<file path="src/hdl/wake_filter_pkg.sv">
// Constants for the selective-wake identifier filter registers.
package wake_filter_pkg;
  localparam logic [6:0]  ADDR_IDENT_LOW  = 7'h33;
  localparam logic [6:0]  ADDR_MASK_HIGH  = 7'h34;
  localparam logic [15:0] IDENT_LOW_RESET = 16'h0000;
  localparam logic [15:0] MASK_HIGH_RESET = 16'h0000;
  localparam logic [15:0] IDENT_LOW_WMASK = 16'hFF7F;
  localparam int          RTR_BIT         = 1;
  localparam int          IDE_BIT         = 0;
  localparam int          RESERVED_BIT    = 7;
  localparam int          IDENT_LO_MSB    = 12;
  localparam int          IDENT_HI_LSB    = 13;
endpackage

</file>
<file path="src/hdl/can_wake_frame_id_filter_regs.sv">
// Selective-wake identifier and high compare-mask registers with match logic.
`timescale 1ns/1ps
`default_nettype none
module can_wake_frame_id_filter_regs
  import wake_filter_pkg::*;
(
  // Clock and resets.
  input  wire logic        core_clk,
  input  wire logic        rst_n,
  input  wire logic        soft_reset,
  input  wire logic        restart,
  // Register port.
  input  wire logic        reg_write,
  input  wire logic [6:0]  reg_addr,
  input  wire logic [15:0] reg_wdata,
  output logic      [15:0] reg_rdata,
  // Config-valid flag handling.
  input  wire logic        config_valid_set,
  input  wire logic        wake_up_event,
  input  wire logic        other_config_write,
  output logic             wake_config_valid,
  // Received frame to match, low compare enables and high identifier bits.
  input  wire logic        frame_valid,
  input  wire logic [28:0] frame_ident,
  input  wire logic        frame_remote,
  input  wire logic        frame_extended,
  input  wire logic [12:0] compare_enable_low,
  input  wire logic [15:0] ident_high,
  output logic             wake_up_frame_match
);

  typedef struct packed {
    logic [15:0] ident_low;
    logic [15:0] mask_high;
    logic        cfg_valid;
    logic        match;
  } state_t;

  state_t st;
  state_t next_st;

  // Low identifier bits 12..0 regathered from the split register layout.
  function automatic logic [12:0] ident_low_bits(input logic [15:0] r);
    ident_low_bits = {r[15:8], r[6:2]};
  endfunction

  logic [28:0] stored_ident;
  logic [28:0] enables;
  logic        write_low;
  logic        write_high;
  logic        id_equal;

  always_comb
  begin
    write_low    = reg_write && (reg_addr == ADDR_IDENT_LOW);
    write_high   = reg_write && (reg_addr == ADDR_MASK_HIGH);
    stored_ident = {ident_high, ident_low_bits(st.ident_low)};
    enables      = {st.mask_high, compare_enable_low};
    // Only enabled positions take part in the compare.
    id_equal     = (((frame_ident ^ stored_ident) & enables) == 29'h0);
    next_st      = st;
    if (write_low)
    begin
      next_st.ident_low = reg_wdata & IDENT_LOW_WMASK;
    end
    if (write_high)
    begin
      next_st.mask_high = reg_wdata;
    end
    if (restart)
    begin
      // Restart scrubs the reserved bit and drops a same-cycle register write; stored settings survive.
      next_st.ident_low = st.ident_low & IDENT_LOW_WMASK;
      next_st.mask_high = st.mask_high;
    end
    if (config_valid_set)
    begin
      next_st.cfg_valid = 1'b1;
    end
    // A clear cause beats a simultaneous set so stale configs never arm.
    if (wake_up_event || write_low || write_high || other_config_write || soft_reset)
    begin
      next_st.cfg_valid = 1'b0;
    end
    next_st.match = frame_valid && st.cfg_valid && id_equal
                    && (frame_remote == st.ident_low[RTR_BIT])
                    && (frame_extended == st.ident_low[IDE_BIT]);
    if (soft_reset)
    begin
      next_st.ident_low = IDENT_LOW_RESET;
      next_st.mask_high = MASK_HIGH_RESET;
      next_st.match     = 1'b0;
    end
  end

  always_ff @(posedge core_clk or negedge rst_n)
  begin
    if (!rst_n)
    begin
      st <= '0;
    end
    else
    begin
      st <= next_st;
    end
  end

  always_comb
  begin
    case (reg_addr)
      ADDR_IDENT_LOW: reg_rdata = st.ident_low & IDENT_LOW_WMASK;
      ADDR_MASK_HIGH: reg_rdata = st.mask_high;
      default:        reg_rdata = 16'h0000;
    endcase
  end

  assign wake_config_valid   = st.cfg_valid;
  assign wake_up_frame_match = st.match;

  // Storage and read-back of the low identifier register.
  chk_reserved_zero: assert property (
    @(posedge core_clk) disable iff (!rst_n)
    st.ident_low[RESERVED_BIT] == 1'b0)
    else $error("reserved bit set");

  chk_reserved_reads_zero: assert property (
    @(posedge core_clk) disable iff (!rst_n)
    reg_addr == ADDR_IDENT_LOW |-> reg_rdata[RESERVED_BIT] == 1'b0)
    else $error("reserved bit read as one");

  chk_low_write_lands: assert property (
    @(posedge core_clk) disable iff (!rst_n)
    write_low && !restart && !soft_reset |=> st.ident_low == ($past(reg_wdata) & IDENT_LOW_WMASK))
    else $error("low write lost");

  chk_ident_field_write: assert property (
    @(posedge core_clk) disable iff (!rst_n)
    write_low && !restart && !soft_reset |=> ident_low_bits(st.ident_low) == ident_low_bits($past(reg_wdata)))
    else $error("identifier field misplaced");

  chk_type_flag_write: assert property (
    @(posedge core_clk) disable iff (!rst_n)
    write_low && !restart && !soft_reset |=> st.ident_low[RTR_BIT] == $past(reg_wdata[RTR_BIT]))
    else $error("frame type flag lost");

  chk_format_flag_write: assert property (
    @(posedge core_clk) disable iff (!rst_n)
    write_low && !restart && !soft_reset |=> st.ident_low[IDE_BIT] == $past(reg_wdata[IDE_BIT]))
    else $error("format flag lost");

  chk_low_read_path: assert property (
    @(posedge core_clk) disable iff (!rst_n)
    reg_addr == ADDR_IDENT_LOW |-> reg_rdata == st.ident_low)
    else $error("low register read wrong");

  chk_low_hold: assert property (
    @(posedge core_clk) disable iff (!rst_n)
    !write_low && !restart && !soft_reset |=> $stable(st.ident_low))
    else $error("low register changed without write");

  // Storage and read-back of the high compare mask, and zero reads from unmapped addresses.
  chk_high_write_lands: assert property (
    @(posedge core_clk) disable iff (!rst_n)
    write_high && !restart && !soft_reset |=> st.mask_high == $past(reg_wdata))
    else $error("high write lost");

  chk_high_read_path: assert property (
    @(posedge core_clk) disable iff (!rst_n)
    reg_addr == ADDR_MASK_HIGH |-> reg_rdata == st.mask_high)
    else $error("high mask read wrong");

  chk_high_hold: assert property (
    @(posedge core_clk) disable iff (!rst_n)
    !write_high && !soft_reset |=> $stable(st.mask_high))
    else $error("high mask changed without write");

  chk_unmapped_read: assert property (
    @(posedge core_clk) disable iff (!rst_n)
    reg_addr != ADDR_IDENT_LOW && reg_addr != ADDR_MASK_HIGH |-> reg_rdata == 16'h0000)
    else $error("unmapped read not zero");

  // Soft reset and restart.
  chk_soft_reset_clears: assert property (
    @(posedge core_clk) disable iff (!rst_n)
    soft_reset |=> st.ident_low == IDENT_LOW_RESET && st.mask_high == MASK_HIGH_RESET)
    else $error("soft reset not cleared");

  chk_soft_reset_cfg: assert property (
    @(posedge core_clk) disable iff (!rst_n)
    soft_reset |=> !wake_config_valid)
    else $error("soft reset left config valid");

  chk_soft_reset_match: assert property (
    @(posedge core_clk) disable iff (!rst_n)
    soft_reset |=> !wake_up_frame_match)
    else $error("soft reset left a match");

  chk_restart_keeps_mask: assert property (
    @(posedge core_clk) disable iff (!rst_n)
    restart && !soft_reset |=> $stable(st.mask_high))
    else $error("mask changed by restart");

  chk_restart_keeps_id: assert property (
    @(posedge core_clk) disable iff (!rst_n)
    restart && !soft_reset |=> st.ident_low == ($past(st.ident_low) & IDENT_LOW_WMASK))
    else $error("ident changed by restart");

  chk_restart_flags: assert property (
    @(posedge core_clk) disable iff (!rst_n)
    restart && !soft_reset |=> st.ident_low[RTR_BIT] == $past(st.ident_low[RTR_BIT])
      && st.ident_low[IDE_BIT] == $past(st.ident_low[IDE_BIT]))
    else $error("flags changed by restart");

  // Config-valid flag.
  chk_cfg_clear: assert property (
    @(posedge core_clk) disable iff (!rst_n)
    (wake_up_event || write_low || write_high) |=> !wake_config_valid)
    else $error("config valid not cleared");

  chk_other_write_clears: assert property (
    @(posedge core_clk) disable iff (!rst_n)
    other_config_write |=> !wake_config_valid)
    else $error("other config write kept valid");

  chk_clear_beats_set: assert property (
    @(posedge core_clk) disable iff (!rst_n)
    config_valid_set && wake_up_event |=> !wake_config_valid)
    else $error("set won over wake clear");

  chk_cfg_set: assert property (
    @(posedge core_clk) disable iff (!rst_n)
    config_valid_set && !wake_up_event && !write_low && !write_high && !other_config_write
      && !soft_reset |=> wake_config_valid)
    else $error("config valid not set");

  chk_cfg_hold: assert property (
    @(posedge core_clk) disable iff (!rst_n)
    !config_valid_set && !wake_up_event && !write_low && !write_high && !other_config_write
      && !soft_reset |=> $stable(wake_config_valid))
    else $error("config valid changed by itself");

  // Frame matching.
  chk_match_gated: assert property (
    @(posedge core_clk) disable iff (!rst_n)
    wake_up_frame_match |-> $past(st.cfg_valid) && $past(frame_valid))
    else $error("match without valid config");

  chk_no_match_unarmed: assert property (
    @(posedge core_clk) disable iff (!rst_n)
    !st.cfg_valid |=> !wake_up_frame_match)
    else $error("match while not armed");

  chk_match_pulse: assert property (
    @(posedge core_clk) disable iff (!rst_n)
    !frame_valid |=> !wake_up_frame_match)
    else $error("match without frame");

  chk_type_mismatch: assert property (
    @(posedge core_clk) disable iff (!rst_n)
    frame_valid && (frame_remote != st.ident_low[RTR_BIT]) |=> !wake_up_frame_match)
    else $error("frame type ignored");

  chk_format_mismatch: assert property (
    @(posedge core_clk) disable iff (!rst_n)
    frame_valid && (frame_extended != st.ident_low[IDE_BIT]) |=> !wake_up_frame_match)
    else $error("format ignored");

  chk_masked_bit: assert property (
    @(posedge core_clk) disable iff (!rst_n)
    frame_valid && !id_equal |=> !wake_up_frame_match)
    else $error("enabled bit mismatch matched");

  chk_disabled_ignored: assert property (
    @(posedge core_clk) disable iff (!rst_n)
    frame_valid && st.cfg_valid && !soft_reset && id_equal
      && (((frame_ident ^ stored_ident) & ~enables) != 29'h0)
      && (frame_remote == st.ident_low[RTR_BIT]) && (frame_extended == st.ident_low[IDE_BIT])
      |=> wake_up_frame_match)
    else $error("disabled bit blocked a match");

  chk_match_complete: assert property (
    @(posedge core_clk) disable iff (!rst_n)
    frame_valid && st.cfg_valid && !soft_reset && id_equal
      && (frame_remote == st.ident_low[RTR_BIT]) && (frame_extended == st.ident_low[IDE_BIT])
      |=> wake_up_frame_match)
    else $error("full match not reported");

  // Main scenarios worth seeing at least once.
  cov_match: cover property (
    @(posedge core_clk) disable iff (!rst_n)
    wake_up_frame_match);

  cov_restart: cover property (
    @(posedge core_clk) disable iff (!rst_n)
    restart && st.mask_high != MASK_HIGH_RESET);

  cov_cfg_armed: cover property (
    @(posedge core_clk) disable iff (!rst_n)
    config_valid_set ##1 wake_config_valid);

  cov_soft_reset_clear: cover property (
    @(posedge core_clk) disable iff (!rst_n)
    soft_reset && st.mask_high != MASK_HIGH_RESET);

  cov_ignored_bit_match: cover property (
    @(posedge core_clk) disable iff (!rst_n)
    frame_valid && st.cfg_valid && id_equal && (((frame_ident ^ stored_ident) & ~enables) != 29'h0));

endmodule
`default_nettype wire

</file>
<file path="config.mk">
export PLATFORM = sky130hd
export DESIGN_NAME = can_wake_frame_id_filter_regs
export DESIGN_NICKNAME = d
export VERILOG_FILES = /design/src/hdl/wake_filter_pkg.sv /design/src/hdl/can_wake_frame_id_filter_regs.sv
export SDC_FILE = /design/constraint.sdc
export NUM_CORES = 1
export LEC_CHECK = 0
export ABC_AREA = 1
export BUFFER_PORTS_ARGS = -buffer_cell sky130_fd_sc_hd__buf_2
export CAP_MARGIN = 20
export CORE_UTILIZATION = 35
export DETAILED_ROUTE_END_ITERATION = 10
export GPL_TIMING_DRIVEN = 0
export SYNTH_ARGS = -nofsm -noshare
export SYNTH_HDL_FRONTEND = slang
export SYNTH_SLANG_ARGS = --single-unit
export TNS_END_PERCENT = 5
</file>
<file path="constraint.sdc">
create_clock -name core_clk -period 1.5 [get_ports core_clk]
set_input_delay 0.225 -clock core_clk [delete_from_list [all_inputs] [get_ports core_clk]]
set_output_delay 0.225 -clock core_clk [all_outputs]
set_load 0.02 [all_outputs]
</file>
# == After elaboration in Yosys (flattened, before gate mapping) ==
# Cells that the tools add are included.
# classes
n_mux,8
n_mul,0
reduce_logical,16
div_mod_pow,0
eq_ne,5
addsub,0
n_shift,0
bitwise_logic,2
magnitude_cmp,0
# ops
operator,n
$mux W32,2
$mux W16,2
$pmux W16 S2,1
$and A29 B29 Y29,1
$logic_not A29 Y1,1
$xor A29 B29 Y29,1
$eq A7 B6 Y1 const B,2
$logic_and A1 B1 Y1,6
$reduce_bool A2 Y1,3
$logic_or A1 B1 Y1,4
$reduce_and A2 Y1,2
$mux W1,3
$eq A1 B1 Y1,2
$ne A2 B2 Y1 const B,1
# totals
romBits,0
output_inout_bits,18
n_memories,0
ram_bits,0
ff_bits,33
latchBits,0

# == Logic depth before layout (Yosys ltp) ==
# Gate-level depths: netlist of the first run.
# logic_depth
word_depth,7
ltp_mapped,9
mapped_depth_nobuf,9

# == Worst setup path before layout of the first run ==
# OpenSTA, ideal clock, no wires.
# synth_timing
path_type,input -> output
from,in reg_addr[5]
to,out reg_rdata[0]
slack_ns,0.136
stages,4
arrival_ns,1.139
n_path_buf,0
required_time_ns,1.275
cell_sequence,nand2_1 > nor2_4 > nand2_2 > o21ai_0
# synth_between
elab_chain_len,2
elab_cells_between_ends,3
classes_between,eq/ne: 2; mux: 1
# synth_rtl
item,line_no,source
"start, declared",can_wake_frame_id_filter_regs.sv:14,"input wire logic [6:0] reg_addr,"
$eq A7 B6 Y1,can_wake_frame_id_filter_regs.sv:110,case (reg_addr)
$pmux W16 S2 (*),can_wake_frame_id_filter_regs.sv:110,
"end, declared",can_wake_frame_id_filter_regs.sv:16,"output logic [15:0] reg_rdata,"
# Every way passes the cells marked *; elsewhere a longest branch is shown, timed or not.

# == Final worst setup path of the first run ==
# layout_timing
from,in reg_addr[3]
to,out reg_rdata[10]
# Same word-level chain as after synthesis.

==> metrics.txt, run 1 <==
run status finished, final reports clean; placeable core area a little under 0.007 mm^2; RSZ-0062 raised after global routing false; most repeated cell in the gate-level netlist after synthesis nand2_1; row count 30; endpoint of the lowest-slack register-to-register path wake_up_frame_match; share of the synthesized area in the top cell type 0.329; total via count in the routed design about 2600; area post-placement between 0.003 and 0.004 mm^2; buffer levels on the longest clock path 2; cell repeated most along the worst path buf_4; Synthesis Warnings 0; number of sinks handled by clock tree synthesis 33; Skew-Pair Late Insertion Delay between 0.2 and 0.3 ns; Final Cell Area around 0.0033 mm^2; wire length per cell after detailed routing 13.1 um; Top-Level Pins 110; class of the tightest hold or removal check in2async; part of the total power dissipated in the clock network 0.358; post-route ant nets 0; count of final hold-check violations 0; final worst path period need around 1.4 ns; Root Buffer clkbuf_8; post-placement setup slack -0.307 ns; CTS H-tree depth 2; mean instance size in the synthesized netlist slightly above 7 um^2; TritonCTS Buffers 5; Synth-to-Final Area Change 33.3%; die boundary width between 80 and 90 um; relative contribution of combinational cells to total power 0.175; # hold bufs at CTS 0; clock slew at the register clock pins of the worst setup and hold paths around 0.06 ns; proportion of layout cells with a drive suffix above 1 0.419; Die H 86.7 um; required time at the endpoint of the critical path around 1.3 ns; total number of cells along the worst setup path 9; starting density of the core 0.365; fin worst setup slack approximately 0.066 ns; most common flop cell mapped by yosys dfrtp_1; full die area around 0.0075 mm^2; leading cell types by count after synthesis nand2_1 (114), nor2_1 (50), nand3_1 (35); first-pass GRT wire length between 10000 and 15000 um; starting DRC count in detailed routing 150; largest net degree at the start of global routing 34; aggregate global-route resource usage 0.210; nature of the critical path endpoint output pin; setup violators final 0; drc violations 0; CP peak stage delay about 0.17 ns; Power per Cell Area about 570 mW/mm^2; Worst EP arrival 1.21 ns; synthesized area approximately 0.0025 mm^2; Seq/Total Area, Yosys 0.329; largest area contributor in the netlist dfrtp_1; share of synthesized flip-flops with an asynchronous set or reset 1.00; Antenna Diode Count 0; max-slew violation total from the final report 0; Critical Setup Path Class in2out; Worst Max-Slew Pin Slew roughly 0.76 ns; net switching share of the total power 0.270; Distinct cells, synth 25; first element of the critical path reg_addr[3]; HPWL after detailed placement ~5500 um; leading post-synthesis cells by cell area dfrtp_1 (33%), nand2_1 (17%), o21ai_2 (10%); CP top delay family buffers and inverters; part of the cycle the worst path needs 0.956; critical path fanouts, max 7; total global routing overflow 0; Register-to-Register Setup Slack 0.25 ns; Syn Nets between 400 and 500; internal power summed over all cells around 1400 uW; number of nets in the finished design roughly 570; count of flip-flops with a built-in enable after synthesis 0; synthesized netlist cell count ~350; vias per cell about 4.6; total of flip-flops plus latches after synthesis 33; Max-slew headroom 0.493; proportion of power drawn by flip-flops and latches 0.467; Worst setup SP type input pin; count of buffers inserted at the top-level ports ~110; Psw between 500 and 600 uW; number of maximum-capacitance constraint violations 0; Pre-Repair DR Iteration Count 4; number of antenna violations at the first check in global routing 0; capturing instance or port of the critical path reg_rdata[10]; Critical Path, Cell by Cell buf_2 > inv_1 > nand2_2 > nor3_4 > buf_4 > buf_6 > nand3_1 > o21ai_1 > buf_4; placer congestion estimate 0.761; WP buf/inv 5; cell at the slowest stage of the critical path buf_4; highest clock frequency the design can meet 697 MHz; aggregate routed wire length roughly 7500 um; number of global-route vias before repair 2446; cell leakage power ~0.0018 uW; launch point of the worst reg-to-reg path st[30]; maximum ir drop on the vdd rail ~320 uV; Fin Clk Skew between 0.002 and 0.003 ns; worst-case reg-to-reg path depth 7; clock tree from TritonCTS done
## through the flow
stage / hold slack, ns / power (uW) / std cells / TNS (ns) / utilization
after floorplan: -0.0706 / 1050 / 354 / 0 / -
after global placement: 0.340 / 1230 / 559 / -2.59 / 0.462
after detailed placement: 0.337 / 1230 / 559 / -3.26 / 0.462
after CTS: 0.0275 / 1930 / 570 / -0.0372 / 0.484
after global routing: 0.0690 / 2000 / 571 / 0 / 0.487
final: 0.00429 / 1910 / 571 / 0 / 0.487
## cells by family after synthesis
group,after synthesis,synth area share
AO/OA/AOI/OAI,38,0.119
buffers and inverters,47,0.0898
flip-flops,33,0.329
AND/OR/NAND/NOR,236,0.462
## cells in the final DEF (no fill, tap or decap), types with 2 or more instances in the layout
master / count
clkbuf_8: 6
buf_6: 9
o21ai_1: 4
nand3_2: 26
o21ai_0: 4
clkbuf_1: 2
buf_2: 107
buf_4: 8
nand3_1: 34
or2_2: 3
nor2_1: 50
nand2_4: 2
o21ai_2: 29
inv_1: 33
dfrtp_1: 33
nor2_4: 2
nand2_1: 113
## worst register-to-register path, stage by stage (launching register included)
cell and delay (ns):
dfrtp_1 0.42, nor2_1 0.12, nor2_1 0.05, nor2_1 0.17, nand3_1 0.12, nor2_1 0.13, nand2_1 0.08, nor2_1 0.08
## cell type report
class / instances / area, um^2
Buffer: 12 / 104
Clock buffer: 7 / 86.3
Multi-Input combinational cell: 274 / 1470
Tap cell: 96 / 120
Fill cell: 722 / 3530
Timing Repair Buffer: 114 / 601
Sequential cell: 33 / 826
Inverter: 35 / 136
## sequential cells by signal (all words and copies together), names as in the netlist
signal and count:
enables 16, st 15, wake_config_valid 1, wake_up_frame_match 1
## timing repair
item / 4_1_cts / 5_1_grt
endpoints found under the hold margin: 0 / 0
buffers inserted: 3 / 1
pin swaps: 2 / 3
gates cloned: 1 / 0
resized for setup: 15 / 7
setup endpoints to repair: 14 / 16
## power by group through the flow
stage | logic [uW] | clock network (uW) | registers (uW)
2_1_floorplan | 136 | 0 | 911
3_3_place_gp | 321 | 0 | 910
3_5_place_dp | 325 | 0 | 910
4_1_cts | 335 | 699 | 893
5_1_grt | 378 | 731 | 893
6_report | 335 | 686 | 893
## how the worst min path moves through the flow
stage | slack (ns) | depth (start not counted) | end
floorplan | -0.07 | 0 | enables[13]
global placement | 0.34 | 1 | wake_up_frame_match
detailed placement | 0.34 | 1 | wake_up_frame_match
CTS | 0.03 | 1 | wake_up_frame_match
global route | 0.07 | 1 | wake_up_frame_match
finish | 0.004 | 1 | wake_up_frame_match
## per-layer routing
layer,up-vias,share of wire,GRT usage
met2,84,0.47,0.364
met3,6,0.053,0.0390
met4,0,0.0082,0.0500
li1,1373,-,-
met5,-,0,0
met1,1184,0.47,0.272
Note: power is estimated with default switching activity, not from simulation.
==> run 2: changes to the inputs <==
- clock period: 1.5 -> 1.8 ns (I/O delays scaled with it)
==> metrics.txt, run 2 (same netlist as run 1, synthesis figures left out) <==
run status finished, final reports clean; largest net degree at the start of global routing 34; cell repeated most along the worst path buf_2; Worst setup SP type input pin; setup violators final 0; Skew-Pair Late Insertion Delay around 0.28 ns; flip-flop count of the largest register after layout 16; Final Cell Area between 0.003 and 0.004 mm^2; HPWL after detailed placement between 5000 and 6000 um; required time at the endpoint of the critical path around 1.5 ns; proportion of layout cells with a drive suffix above 1 0.411; Power per Cell Area roughly 480 mW/mm^2; count of final hold-check violations 0; number of sinks handled by clock tree synthesis 33; Antenna Diode Count 0; highest clock frequency the design can meet between 600 and 700 MHz; drc violations 0; nature of the critical path endpoint output pin; Pre-Repair DR Iteration Count 5; number of antenna violations at the first check in global routing 0; buffer levels on the longest clock path 2; CTS H-tree depth 2; Root Buffer clkbuf_8; clock tree from TritonCTS done; post-route ant nets 0; aggregate routed wire length about 7300 um; Worst EP arrival 1.37 ns; die boundary width 86.7 um; total global routing overflow 0; Synth-to-Final Area Change 30.8%; CP peak stage delay roughly 0.26 ns; most used cells in the layout excluding fill and tap cells nand2_1 (114), buf_2 (111), nor2_1 (50), nand3_1 (35); row count 30; # hold bufs at CTS 0; final worst path period need about 1.6 ns; Critical Setup Path Class in2out; vias per cell between 4 and 5; worst hold margin 0.0483 ns; starting DRC count in detailed routing approximately 150; cell leakage power around 0.0018 uW; placeable core area 0.00687 mm^2; number of maximum-capacitance constraint violations 0; full die area around 0.0075 mm^2; max-slew violation total from the final report 0; Worst Max-Slew Pin Slew just under 0.8 ns; first-pass GRT wire length ~12000 um; Fin Clk Skew around 0.0037 ns; part of the cycle the worst path needs 0.909; WP buf/inv 4; number of nets in the finished design 564; class of the tightest hold or removal check in2async; cell at the slowest stage of the critical path clkbuf_4; Top-Level Pins 110; critical path fanouts, max 10; starting density of the core 0.365; Critical Path, Cell by Cell buf_2 > inv_1 > nand2_1 > nor3_4 > clkbuf_4 > nand3_1 > o21ai_0 > buf_2; aggregate global-route resource usage 0.208; clock slew at the register clock pins of the worst setup and hold paths about 0.070 ns; placer congestion estimate between 0.7 and 0.8; number of global-route vias before repair about 2400; area post-placement about 0.0032 mm^2; count of buffers inserted at the top-level ports between 100 and 150; total negative slack 0 ns; CP top delay family buffers and inverters; TritonCTS Buffers 5; wire length per cell after detailed routing around 13 um; leading cell type in the layout, fill and taps excluded nand2_1; Max-slew headroom 0.488; Die H roughly 87 um; RSZ-0062 raised after global routing false; maximum ir drop on the vdd rail ~270 uV; total via count in the routed design ~2600
==> run 2: cell count changes in the layout (fill, tap and decap cells not counted), moves of 3 or more <==
cell,change
buf_2,+4
buf_4,-6
buf_6,-3
o21ai_0,+3
o21ai_1,-3
==> run 2: per-stage QoR <==
stage	util	setup WS (ns)	instances	total power, uW
CTS	0.476	0.0538	567	1600
detailed placement	0.462	-0.0972	559	1030
global placement	0.462	-0.0897	559	1030
floorplan	-	0.346	354	872
global route	0.478	0.0360	568	1660
finish	0.478	0.164	568	1590
==> run 2: area by class of cell <==
type	count	area [um^2]
Sequential cell	33	826
Buffer	12	97.6
Multi-Input combinational cell	274	1460
Tap cell	96	120
Inverter	35	133
Fill cell	719	3590
Timing Repair Buffer	111	561
Clock buffer	7	86.3
==> run 2: report_power, final <==
part,internal (uW),leakage (uW),switching [uW]
registers,743,0.000461,1.39
logic,115,0.00125,157
clock network,303,0.0000443,268
total,1160,0.00175,426
==> run 2: path summary, 6_finish.rpt <==
kind | start | end | slack, ns | depth (start not counted)
max in group asynchronous | rst_n | enables[21] | 1.27 | 1
max | reg_addr[3] | reg_rdata[0] | 0.16 | 8
min | rst_n | wake_up_frame_match | 0.05 | 1
min reg2reg | st[32] | st[32] | 0.54 | 2
max reg2reg | st[30] | wake_up_frame_match | 0.55 | 7
min in group core_clk | reg_wdata[7] | enables[20] | 0.23 | 3
==> run 2: routing by layer <==
| metal | up-vias | share of wire | global-route usage |
|---|---|---|---|
| li1 | 1363 | - | - |
| met1 | 1146 | 0.47 | 0.269 |
| met2 | 82 | 0.46 | 0.361 |
| met3 | 6 | 0.061 | 0.0390 |
| met4 | 0 | 0.0082 | 0.0455 |
| met5 | - | 0 | 0 |
==> run 2: timing repair <==
item	CTS	global route
buffers inserted	1	1
pin swaps	1	1
resized for setup	2	1
setup endpoints to repair	10	6
==> run 2: worst register-to-register path, delay by kind of cell (launching register included) <==
kind,cells,cell delay (ns)
and+or+nand+nor,7,0.77
DFF,1,0.42
==> run 3: changes to the inputs <==
- HOLD_SLACK_MARGIN: not set -> 0.02
- PLACE_DENSITY: not set -> 0.59
==> metrics.txt, run 3 (same netlist as run 1, synthesis figures left out) <==
placeable core area slightly below 0.007 mm^2; Met3 Routed Length around 370 um; CTS H-tree depth 2; first-pass GRT wire length about 12000 um; Root Buffer clkbuf_8; Critical Setup Path Class in2out; Max-slew headroom 0.479; most used cells in the layout excluding fill and tap cells nand2_1 (114), buf_2 (112), nor2_1 (50), nand3_1 (35); flip-flop count of the largest register after layout 16; Worst setup SP type input pin; number of nets in the finished design ~570; total number of cells along the worst setup path 8; Worst Max-Slew Pin Slew 0.782 ns; part of the cycle the worst path needs 0.942; Seq. cell area 826 um^2; Power per Cell Area approximately 480 mW/mm^2; maximum ir drop on the vdd rail 218 uV; area post-placement ~0.0032 mm^2; post-route ant nets 0; run status finished, final reports clean; starting density of the core 0.365; vias per cell 4.71; first element of the critical path reg_addr[3]; worst-case reg-to-reg path depth 7; aggregate global-route resource usage 0.210; highest layer used for signal routing met4; die boundary width 86.7 um; Pre-Repair DR Iteration Count 4; aggregate routed wire length about 7500 um; Final Cell Area roughly 0.0033 mm^2; Synth-to-Final Area Change 31.2%; buffer levels on the longest clock path 2; Die H 86.7 um; launch point of the worst reg-to-reg path st[30]; nature of the critical path endpoint output pin; Skew-Pair Late Insertion Delay approximately 0.29 ns; number of sinks handled by clock tree synthesis 33; HPWL after detailed placement approximately 5700 um; total global routing overflow 0; number of maximum-capacitance constraint violations 0; cell repeated most along the worst path buf_2; number of global-route vias before repair ~2500; max-slew violation total from the final report 0; highest clock frequency the design can meet ~590 MHz; clock slew at the register clock pins of the worst setup and hold paths around 0.070 ns; setup violators final 0; class of the tightest hold or removal check in2async; TritonCTS Buffers 5; count of buffers inserted at the top-level ports 109; met1 wire length approximately 3400 um; Critical Path, Cell by Cell buf_2 > inv_1 > nand2_1 > nor3_4 > buf_2 > nand3_1 > o21ai_0 > buf_2; Worst EP arrival around 1.4 ns; proportion of layout cells with a drive suffix above 1 0.415; CP top delay family buffers and inverters; cell at the slowest stage of the critical path buf_2; required time at the endpoint of the critical path ~1.5 ns; final worst path period need around 1.7 ns; # hold bufs at CTS 0; placer congestion estimate ~0.76; count of final hold-check violations 0; leading cell type in the layout, fill and taps excluded nand2_1; CP peak stage delay 0.27 ns; row count 30; critical path fanouts, max 10; largest net degree at the start of global routing 34; Top-Level Pins 110; Antenna Diode Count 0; Layout fillers approximately 750; Fin Clk Skew approximately 0.0040 ns; RSZ-0062 raised after global routing false; cell leakage power roughly 0.0018 uW; starting DRC count in detailed routing 82; clock tree from TritonCTS done; total via count in the routed design between 2000 and 3000; full die area approximately 0.0075 mm^2; total power of the final layout 1570 uW; wire length per cell after detailed routing ~13 um; area taken by multi-input logic gates 0.00146 mm^2; Register-to-Register Setup Slack ~0.52 ns; met2 routed WL about 3600 um; drc violations 0; number of antenna violations at the first check in global routing 0; WP buf/inv 4
==> run 3: cell count changes in the layout (fill, tap and decap cells not counted), sizes merged <==
cell,before,now
buf,120,123
clkinv,1,2
clkbuf,10,8
clkinvlp,0,1
==> run 3: report_power, final <==
group / internal, uW / switching [uW]
Combinational: 117 / 159
Sequential: 743 / 1.36
Clock: 268 / 280
Total: 1130 / 441
==> run 3: final cells by class <==
cell class / count / area share
inverters: 35 / 0.0410
clock inverters: 2 / 0.00304
clock buffers: 6 / 0.0220
flip-flops and latches: 33 / 0.251
plain buffers: 12 / 0.0289
repair buffers: 113 / 0.175
multi-input cells: 274 / 0.443
well taps: 96 / 0.0365
==> run 3: per-layer routing <==
metal / vias up / GRT usage
met5: - / 0
met4: 0 / 0.0455
met3: 8 / 0.0362
met2: 76 / 0.380
met1: 1237 / 0.261
li1: 1366 / -
==> run 3: worst register-to-register path: cells and delay by family, from the launching register on <==
kind | cells | cell delay (ns)
and+or+nand+nor | 7 | 0.78
DFF | 1 | 0.42
==> run 3: through the flow <==
step | worst slack, ns | setup TNS, ns | hold slack [ns] | util | cells
final | 0.104 | 0 | 0.0488 | 0.479 | 571
after global routing | 0.0220 | 0 | 0.101 | 0.479 | 571
after CTS | 0.0138 | 0 | 0.0711 | 0.475 | 568
after detailed placement | -0.117 | -0.367 | 0.385 | 0.462 | 559
after global placement | -0.0853 | -0.188 | 0.383 | 0.462 | 559
after floorplan | 0.346 | 0 | -0.0256 | - | 354
==> run 3: what timing repair did <==
item | in CTS | in global routing
gates resized for setup | 1 | 1
setup endpoints to repair | 10 | 9
pin swaps | 1 | 1
buffers inserted | 1 | 3
==> run 3: path summary, 6_finish.rpt <==
path                                       end
max in group asynchronous               st[22]
min                        wake_up_frame_match
min reg2reg                             st[32]
max                               reg_rdata[0]
min in group core_clk              enables[20]
max reg2reg                wake_up_frame_match
